### src/inc/asr_defines.vh
// Purpose: Constants for the angle sensor serial readout block
// Assumes: 100 MHz system clock
// Notes: Addresses are 14-bit register addresses carried in bits 14:1
`ifndef ASR_DEFINES_VH
`define ASR_DEFINES_VH
`define ASR_FRAME_BITS 16
`define ASR_ADDR_ANGLE 14'h3fff
`define ASR_ADDR_PWR_CELL 14'h3f22
`define ASR_ADDR_SYS_CFG 14'h3f20
`define ASR_ADDR_AGC 14'h3ff8
`define ASR_ADDR_ERR_STAT 14'h335a
`define ASR_ADDR_CLR_ERR 14'h3380
`define ASR_ADDR_SOFT_RST 14'h3c00
`define ASR_ADDR_MSTR_RST 14'h33a5
`define ASR_ADDR_NOP 14'h0000
`define ASR_PWR_CELL_RST 8'h00
`define ASR_PWR_CELL_OFF 8'h5a
`define ASR_AGC_RST 6'h20
`define ASR_GAIN_RST 2'h0
`define ASR_CLK_MHZ 100
`define ASR_MEAS_TIME_NS 20000
`define ASR_MEAS_CYCLES ((`ASR_MEAS_TIME_NS * `ASR_CLK_MHZ) / 1000)
`endif

### src/rtl/asr_readout.v
// Purpose: Serial slave and measurement sequencer of a magnetic angle sensor
// Assumes: Serial clock, select and data are asynchronous; 100 MHz clock
// Notes: Front end and angle math are modelled by a timer and input ports
//   Serial clock period must exceed about six system clock periods
`timescale 1ns/10ps
`default_nettype none
`include "asr_defines.vh"

module asr_readout #(
  parameter MEAS_CYCLES = `ASR_MEAS_CYCLES,
  parameter AGC_TARGET = 12'h800
) (
  input wire clock_in,
  input wire rst_in,
  input wire sclk_in,
  input wire cs_n_in,
  input wire mosi_in,
  input wire wire_mode_select_in,
  input wire [11:0] meas_angle_in,
  input wire [11:0] meas_magnitude_in,
  output wire miso_out,
  output wire miso_oe_n_out,
  output wire done_n_out,
  output wire done_n_oe_n_out,
  output wire active_mode_out,
  output wire reset_cell_off_out,
  output wire [1:0] gain_select_out,
  output wire [5:0] agc_level_out,
  output wire measurement_pending_flag_out,
  output wire frame_error_flag_out
);

  // Sequencer states
  localparam ST_LOW_POWER = 2'h0;
  localparam ST_MEASURE = 2'h1;
  localparam ST_DONE = 2'h2;

  // Even parity over the upper fifteen bits of a frame
  function par15;
    input [14:0] v;
    begin
      par15 = ^v;
    end
  endfunction

  // Frame is usable only with good parity and exact length
  function frame_good;
    input par_ok;
    input len_ok;
    begin
      frame_good = par_ok & len_ok;
    end
  endfunction

  // One saturating gain step toward the target magnitude
  function [5:0] agc_step;
    input [5:0] level;
    input [11:0] mag;
    input [11:0] target;
    begin
      agc_step = level;
      if (mag < target && level != 6'h3f) begin
        agc_step = level + 6'h01;
      end else if (mag > target && level != 6'h00) begin
        agc_step = level - 6'h01;
      end
    end
  endfunction

  // Two-flop synchronisers for pins
  // Select and clock reset to their idle levels, so that no
  // false edge is seen when reset lets go
  reg [1:0] sclk_sync_reg;
  reg [1:0] cs_sync_reg;
  reg [1:0] mosi_sync_reg;
  reg [1:0] wms_sync_reg;
  reg sclk_prev_reg;
  reg cs_prev_reg;
  always @(posedge clock_in) begin
    if (rst_in) begin
      sclk_sync_reg <= 2'h0;
      cs_sync_reg <= 2'h3;
      mosi_sync_reg <= 2'h0;
      wms_sync_reg <= 2'h3;
      sclk_prev_reg <= 1'b0;
      cs_prev_reg <= 1'b1;
    end else begin
      sclk_sync_reg <= {sclk_sync_reg[0], sclk_in};
      cs_sync_reg <= {cs_sync_reg[0], cs_n_in};
      mosi_sync_reg <= {mosi_sync_reg[0], mosi_in};
      wms_sync_reg <= {wms_sync_reg[0], wire_mode_select_in};
      sclk_prev_reg <= sclk_sync_reg[1];
      cs_prev_reg <= cs_sync_reg[1];
    end
  end

  wire sclk_s = sclk_sync_reg[1];
  wire cs_s = cs_sync_reg[1];
  wire mosi_s = mosi_sync_reg[1];
  wire wms_s = wms_sync_reg[1];
  // Slave only: edges are derived from the host clock
  wire sclk_rise = sclk_s & ~sclk_prev_reg;
  wire sclk_fall = ~sclk_s & sclk_prev_reg;
  wire cs_fall = ~cs_s & cs_prev_reg;
  wire cs_rise = cs_s & ~cs_prev_reg;

  // Serial shifter and frame counter
  reg [15:0] rx_reg;
  reg [15:0] tx_reg;
  reg [4:0] bit_cnt_reg;
  // Write transaction bookkeeping and reply
  reg [15:0] reply_reg;
  reg write_pend_reg;
  reg [13:0] write_addr_reg;
  reg frame_error_reg;
  reg parity_err_reg;
  // Settings and measurement results
  reg [7:0] pwr_cell_reg;
  reg [1:0] gain_reg;
  reg [5:0] agc_reg;
  reg [11:0] angle_reg;
  // Sequencer
  reg pending_reg;
  reg done_n_reg;
  reg [1:0] state_reg;
  reg [31:0] meas_cnt_reg;
  reg start_meas_reg;

  // Command frame: bit 15 read, bits 14:1 address, bit 0 parity;
  // reply frame: bits 15:2 data, bit 1 error, bit 0 parity;
  // write data frame: bits 15:2 data, bit 1 unused, bit 0 parity
  // Decoded fields of the frame just closed
  wire rx_read = rx_reg[15];
  wire [13:0] rx_addr = rx_reg[14:1];
  wire [13:0] wr_data = rx_reg[15:2]; // Data field of a write frame
  wire rx_par_ok = (par15(rx_reg[15:1]) == rx_reg[0]);
  wire rx_len_ok = (bit_cnt_reg == 5'h10);
  wire rx_frame_ok = frame_good(rx_par_ok, rx_len_ok);

  // Register read mux for the next reply
  reg [13:0] rd_data;
  always @* begin
    case (rx_addr)
      `ASR_ADDR_ANGLE: rd_data = {2'h0, angle_reg};
      `ASR_ADDR_PWR_CELL: rd_data = {6'h00, pwr_cell_reg};
      `ASR_ADDR_SYS_CFG: rd_data = {gain_reg, 12'h000};
      `ASR_ADDR_AGC: rd_data = {8'h00, agc_reg};
      `ASR_ADDR_ERR_STAT: rd_data = {11'h000, pending_reg, 1'b0,
        parity_err_reg};
      default: rd_data = 14'h0000;
    endcase
  end

  // Reply frame: data, error flag, even parity
  wire reply_err = frame_error_reg | ~rx_frame_ok;
  wire [14:0] reply_up = {rd_data, reply_err};
  wire [15:0] reply_word = {reply_up, par15(reply_up)};
  // Fetch is a read of the angle address with a clean frame;
  // the data frame of a write is never taken as a fetch
  wire fetch_cmd = rx_read & (rx_addr == `ASR_ADDR_ANGLE) &
    rx_frame_ok & ~write_pend_reg;

  // Shifting: sample on falling edge, drive on rising edge, MSB first
  always @(posedge clock_in) begin
    if (rst_in) begin
      rx_reg <= 16'h0000;
      tx_reg <= 16'h0000;
      bit_cnt_reg <= 5'h00;
    end else if (cs_fall) begin
      tx_reg <= reply_reg; // Reply prepared at the previous frame end
      bit_cnt_reg <= 5'h00;
    end else if (~cs_s) begin
      if (sclk_fall) begin
        rx_reg <= {rx_reg[14:0], mosi_s};
        // Counter saturates so an overlong frame never looks valid
        if (bit_cnt_reg != 5'h1f) begin
          bit_cnt_reg <= bit_cnt_reg + 5'h01;
        end
      end
      if (sclk_rise && bit_cnt_reg != 5'h00) begin
        tx_reg <= {tx_reg[14:0], 1'b0};
      end
    end
  end

  // Frame end: execute command, latch reply, update settings
  always @(posedge clock_in) begin
    if (rst_in) begin
      reply_reg <= 16'h0000;
      write_pend_reg <= 1'b0;
      write_addr_reg <= 14'h0000;
      frame_error_reg <= 1'b0;
      parity_err_reg <= 1'b0;
      pwr_cell_reg <= `ASR_PWR_CELL_RST;
      gain_reg <= `ASR_GAIN_RST;
      start_meas_reg <= 1'b0;
    end else begin
      // Start request is a one-cycle pulse
      start_meas_reg <= 1'b0;
      if (cs_rise) begin
        reply_reg <= reply_word;
        frame_error_reg <= ~rx_frame_ok;
        if (~rx_frame_ok) begin
          parity_err_reg <= 1'b1;
          write_pend_reg <= 1'b0;
        end else if (write_pend_reg) begin
          // Data frame of a write transaction
          write_pend_reg <= 1'b0;
          if (write_addr_reg == `ASR_ADDR_PWR_CELL) begin
            pwr_cell_reg <= wr_data[7:0];
          end
          if (write_addr_reg == `ASR_ADDR_SYS_CFG) begin
            gain_reg <= wr_data[13:12];
          end
          if (write_addr_reg == `ASR_ADDR_SOFT_RST ||
              write_addr_reg == `ASR_ADDR_MSTR_RST) begin
            gain_reg <= `ASR_GAIN_RST;
            pwr_cell_reg <= `ASR_PWR_CELL_RST;
            parity_err_reg <= 1'b0;
          end
        end else if (!rx_read) begin
          write_pend_reg <= (rx_addr != `ASR_ADDR_NOP);
          write_addr_reg <= rx_addr;
        end else if (rx_addr == `ASR_ADDR_CLR_ERR) begin
          parity_err_reg <= 1'b0;
          frame_error_reg <= 1'b0;
        end
        // Host keeps off while busy, so no queueing here
        if (fetch_cmd && state_reg == ST_LOW_POWER) begin
          start_meas_reg <= 1'b1;
        end
      end
    end
  end

  // Next-state logic of the measurement sequencer
  reg [1:0] state_next;
  reg [31:0] meas_cnt_next;
  reg pending_next;
  reg done_n_next;
  reg meas_end;
  always @* begin
    // Hold by default; only the cases below move
    state_next = state_reg;
    meas_cnt_next = meas_cnt_reg;
    pending_next = pending_reg;
    done_n_next = done_n_reg;
    meas_end = 1'b0;
    case (state_reg)
      ST_LOW_POWER: begin
        if (start_meas_reg) begin
          state_next = ST_MEASURE;
          done_n_next = 1'b1;
          pending_next = 1'b1;
          meas_cnt_next = 32'h0;
        end
      end
      ST_MEASURE: begin
        if (meas_cnt_reg >= MEAS_CYCLES - 1) begin
          state_next = ST_DONE;
          done_n_next = 1'b0;
          pending_next = 1'b0;
          meas_end = 1'b1;
        end else begin
          meas_cnt_next = meas_cnt_reg + 32'h1;
        end
      end
      ST_DONE: begin
        state_next = ST_LOW_POWER;
      end
      default: state_next = ST_LOW_POWER;
    endcase
  end

  // Sequencer registers; angle captured as the measurement ends
  always @(posedge clock_in) begin
    if (rst_in) begin
      state_reg <= ST_LOW_POWER;
      meas_cnt_reg <= 32'h0;
      pending_reg <= 1'b0;
      done_n_reg <= 1'b1;
      angle_reg <= 12'h000;
    end else begin
      state_reg <= state_next;
      meas_cnt_reg <= meas_cnt_next;
      pending_reg <= pending_next;
      done_n_reg <= done_n_next;
      if (meas_end) begin
        angle_reg <= meas_angle_in;
      end
    end
  end

  // Gain loop nudges amplification toward a target magnitude
  always @(posedge clock_in) begin
    if (rst_in) begin
      agc_reg <= `ASR_AGC_RST;
    end else if (meas_end) begin
      agc_reg <= agc_step(agc_reg, meas_magnitude_in, AGC_TARGET);
    end
  end

  // 4-wire releases the reply pin while deselected; 3-wire keeps it
  // driven from the second clock after reset, as the mode synchroniser resets to 4-wire
  assign miso_out = tx_reg[15];
  assign miso_oe_n_out = cs_s & wms_s;
  // Completion pin is always driven
  assign done_n_out = done_n_reg;
  assign done_n_oe_n_out = 1'b0;
  assign active_mode_out = (state_reg != ST_LOW_POWER);
  // Reset cell is only switched off while the device sleeps
  assign reset_cell_off_out = (pwr_cell_reg == `ASR_PWR_CELL_OFF) &
    (state_reg == ST_LOW_POWER);
  assign gain_select_out = gain_reg;
  assign agc_level_out = agc_reg;
  assign measurement_pending_flag_out = pending_reg;
  assign frame_error_flag_out = frame_error_reg;

endmodule
`default_nettype wire

### config.mk
export PLATFORM = sky130hd
export DESIGN_NAME = asr_readout
export DESIGN_NICKNAME = d
export VERILOG_FILES = /design/src/rtl/asr_readout.v
export VERILOG_INCLUDE_DIRS = /design/src /design/src/inc
export SDC_FILE = /design/constraint.sdc
export NUM_CORES = 1
export LEC_CHECK = 0
export BUFFER_PORTS_ARGS = -buffer_cell sky130_fd_sc_hd__buf_2
export CAP_MARGIN = 20
export CORE_MARGIN = 5
export CORE_UTILIZATION = 60
export DETAILED_ROUTE_END_ITERATION = 10
export PLACE_DENSITY = 0.79
export SYNTH_ARGS = -nofsm -noshare
export SYNTH_HDL_FRONTEND = slang
export SYNTH_SLANG_ARGS = --single-unit
### constraint.sdc
create_clock -name clock_in -period 3 [get_ports clock_in]
set_input_delay 0.3 -clock clock_in [delete_from_list [all_inputs] [get_ports clock_in]]
set_output_delay 0.3 -clock clock_in [all_outputs]
set_load 0.01 [all_outputs]
==> reports/results.txt <==
Setup TNS Final = 0 ns
Syn Nets = 789
Worst path max stage delay = 0.43 ns
Met2 Track Usage GR = 42.2%
Total CTS buffers = 17
Die W = 115 um
Synth Area per Inst = 9.04 um2
CTS tree = built
Synth-to-Final Area Change = 17.0%
Setup Skew = 0.00783 ns
Main combinational cell family by area after synthesis = simple AND/OR/NAND/NOR gates
DR pass1 iterations = 5
IO Port Bufs = 44
Post-CTS setup repair buffer count = 0
Die height = 115 um
DR vias/cell = 5.72
Synth Cell Area = 6600 um2
GP Congestion = 0.897
CP Cell Sequence = inv_1 -> ha_1 -> xor2_1 -> xnor3_1 -> xnor2_1 -> and4_1 -> nand3_2 -> mux2i_1 -> nor2_1
Ys flop type = dfxtp_1
Crit Path Max Fanout = 8
Final setup vio count = 0
Final hold slack = 0.0207 ns
Worst-margin pin slew = 1.06 ns
CP Class = flip-flop to flip-flop
FF+latch count, synth = 145
Cell row count = 38
Reg clk slew, reported paths = 0.06 ns
GR Util met1 = 28.9%
Final worst path period need = 2.86 ns
All-Layer GR Usage = 24.7%
Placement Setup Slack = 0.198 ns
Post-layout nets = 837
Rel. slew slack = 29.6%
Pwr per Cell Area = 589 nW/um2
Slowest stage cell, crit path = xnor3_1
Vias in the first global route = 5395
Post-synth cell types = 59
Starting Density = 61.1%
H-tree Lvls = 4
Worst Setup Start Kind = flip-flop
Required @ worst endpoint = 3.38 ns
Leakage power = 3.32 nW
Via count = 5327
Status = finished clean
Maxcap violations = 0
Min-delay worst type = input port to flip-flop
Post-Synth Simple-Gate Area = 21.5%
Peak Freq = 350 MHz
Top-level port count = 46
Mux contribution to synthesized area = 8.80%
Post-place instance area = 6940 um2
Sinks on Clock Net = 145
Yosys Warn Count = 0
Global route overflow = 0
Async set or reset register ratio after synthesis = 0%
Register area = 2900 um2
Fin area = 7720 um2
WL final = 15100 um
ANT nets after route = 0
Post-synth EDFFs = 0
Adder-Cell Fraction of Synth Area = 5.61%
Global-route wire length before repair = 25900 um
Slew Limit Fails = 0
Most Crowded Layer GR = met2
HPWL after DPL = 10500 um
XOR/XNOR Fraction of Synth Area = 5.40%
Core Region = 10800 um2
Initial antenna violation count = 0
Pin count of the biggest net entering global routing = 106
Peak supply drop = 0.000478 V
Area of the multi-input gates = 3480 um2
Layout cell share with drive strength beyond 1 = 13.7%
Mapped Cells = 730
Final WS setup = 0.145 ns
Synth Area in Compound Gates = 11.2%
Filler cells = 793
Clock latency on the worst-skew pair = 0.54 ns
Maximum clock insertion buffer count = 2
Max reg flops = 32
Crit path DAT = 3.23 ns
# diodes = 0
Final hold vios = 0
Met3 usage = 5.53%
DRC Markers = 0
Die area = 13200 um2
Seq/Total Area, Yosys = 44.0%
Clock root buffer master = clkbuf_8
CP Capture Type = flip-flop
WL/cell = 16.3 um
Fin crit share = 95.2%
Starting DRT DRC Count = 489
-- timing repair --
action                     in CTS  in global routing
setup endpoints to repair       0                  8
hold endpoints to repair        8                  0
hold buffers                    8                  0
resized for setup               0                  1
-- final cells by class --
cell class | instances | share of cell area, %
Timing Repair Buffer | 63 | 4.99
Clock inverter | 10 | 2.95
Tap cell | 140 | 2.27
Multi-Input combinational cell | 528 | 45.1
Sequential cell | 145 | 37.6
Clock buffer | 22 | 6.00
Inverter | 23 | 1.12
-- synth_stat cells, types with 4 or more instances --
library cell	n	area, um2
nor4_1	7	43.8
clkbuf_1	25	93.8
xnor2_1	20	175
dfxtp_1	145	2900
a21oi_1	40	200
or2_2	7	43.8
buf_2	6	30.0
nand3_1	20	100
nand2b_1	4	25.0
a22oi_1	6	45.0
nor3_1	8	40.0
a31oi_1	11	68.8
xor2_1	13	114
a211oi_1	26	195
and3_1	9	56.3
mux2i_1	58	581
o21ai_0	5	25.0
nor2_1	129	484
nand4_1	10	62.6
nand2_1	60	225
and2_1	6	37.5
a22o_1	5	43.8
inv_1	23	86.3
nor2b_1	7	43.8
ha_1	28	350
-- metal layers --
| metal | vias up | wire (um) |
|---|---|---|
| met5 | - | 0 |
| met4 | 0 | 641 |
| li1 | 2628 | - |
| met2 | 124 | 7600 |
| met3 | 45 | 621 |
| met1 | 2530 | 6260 |
-- worst max-delay path, delay by kind of cell, from the launching register on --
kind | cells | cell delay (ns)
adders and majority gates | 1 | 0.34
muxes | 1 | 0.25
DFF | 1 | 0.42
xor gates and xnor gates | 3 | 0.84
buffers and inverters | 1 | 0.10
and+or+nand+nor | 3 | 0.74
-- cell usage in the layout (no fill, tap or decap), types with 9 or more instances in the layout --
cell type	netlist	routed
nand4_1	10	10
nor2_1	129	129
a31oi_1	11	11
ha_1	28	28
xor2_1	13	13
a21oi_1	40	40
dfxtp_1	145	145
inv_1	23	23
buf_2	6	43
and3_1	9	9
clkbuf_16	0	16
a211oi_1	26	26
nand3_1	20	20
xnor2_1	20	20
nand2_1	60	60
mux2i_1	58	58
buf_4	1	12
-- cells by family (layout without fill, tap and decap cells) --
family | after synthesis | in the layout
AOI/OAI and AO/OA | 110 | 110
xor gates and xnor gates | 36 | 36
adders and majority gates | 29 | 29
buffers and inverters | 57 | 118
DFF | 145 | 145
muxes | 58 | 58
other | 1 | 1
and+or+nand+nor | 294 | 294
-- worst paths after layout --
check,start,depth (start not counted),slack [ns],endpoint
worst max register to register,rx_reg[2],9,0.14,pwr_cell_reg[1]
worst min register to register,wms_sync_reg[0],1,0.41,wms_sync_reg[1]
worst min-delay path,meas_angle_in[7],3,0.02,angle_reg[7]
worst max-delay path,rx_reg[2],9,0.14,pwr_cell_reg[1]
-- metrics by stage --
step / instances / total power, mW / utilization [%]
3_5_place_dp: 891 / 2.12 / 64.3
4_1_cts: 931 / 4.56 / 71.5
2_1_floorplan: 730 / 2.08 / -
3_3_place_gp: 891 / 2.11 / 64.3
6_report: 931 / 4.55 / 71.5
5_1_grt: 931 / 4.68 / 71.5
-- power breakdown --
part | switching (mW) | internal [mW] | leakage (nW)
Sequential | 0.0117 | 1.95 | 1.17
Combinational | 0.0717 | 0.0530 | 1.81
Clock | 0.796 | 1.67 | 0.335
Total | 0.880 | 3.67 | 3.32
No activity file was read; power rests on OpenSTA's default activity.
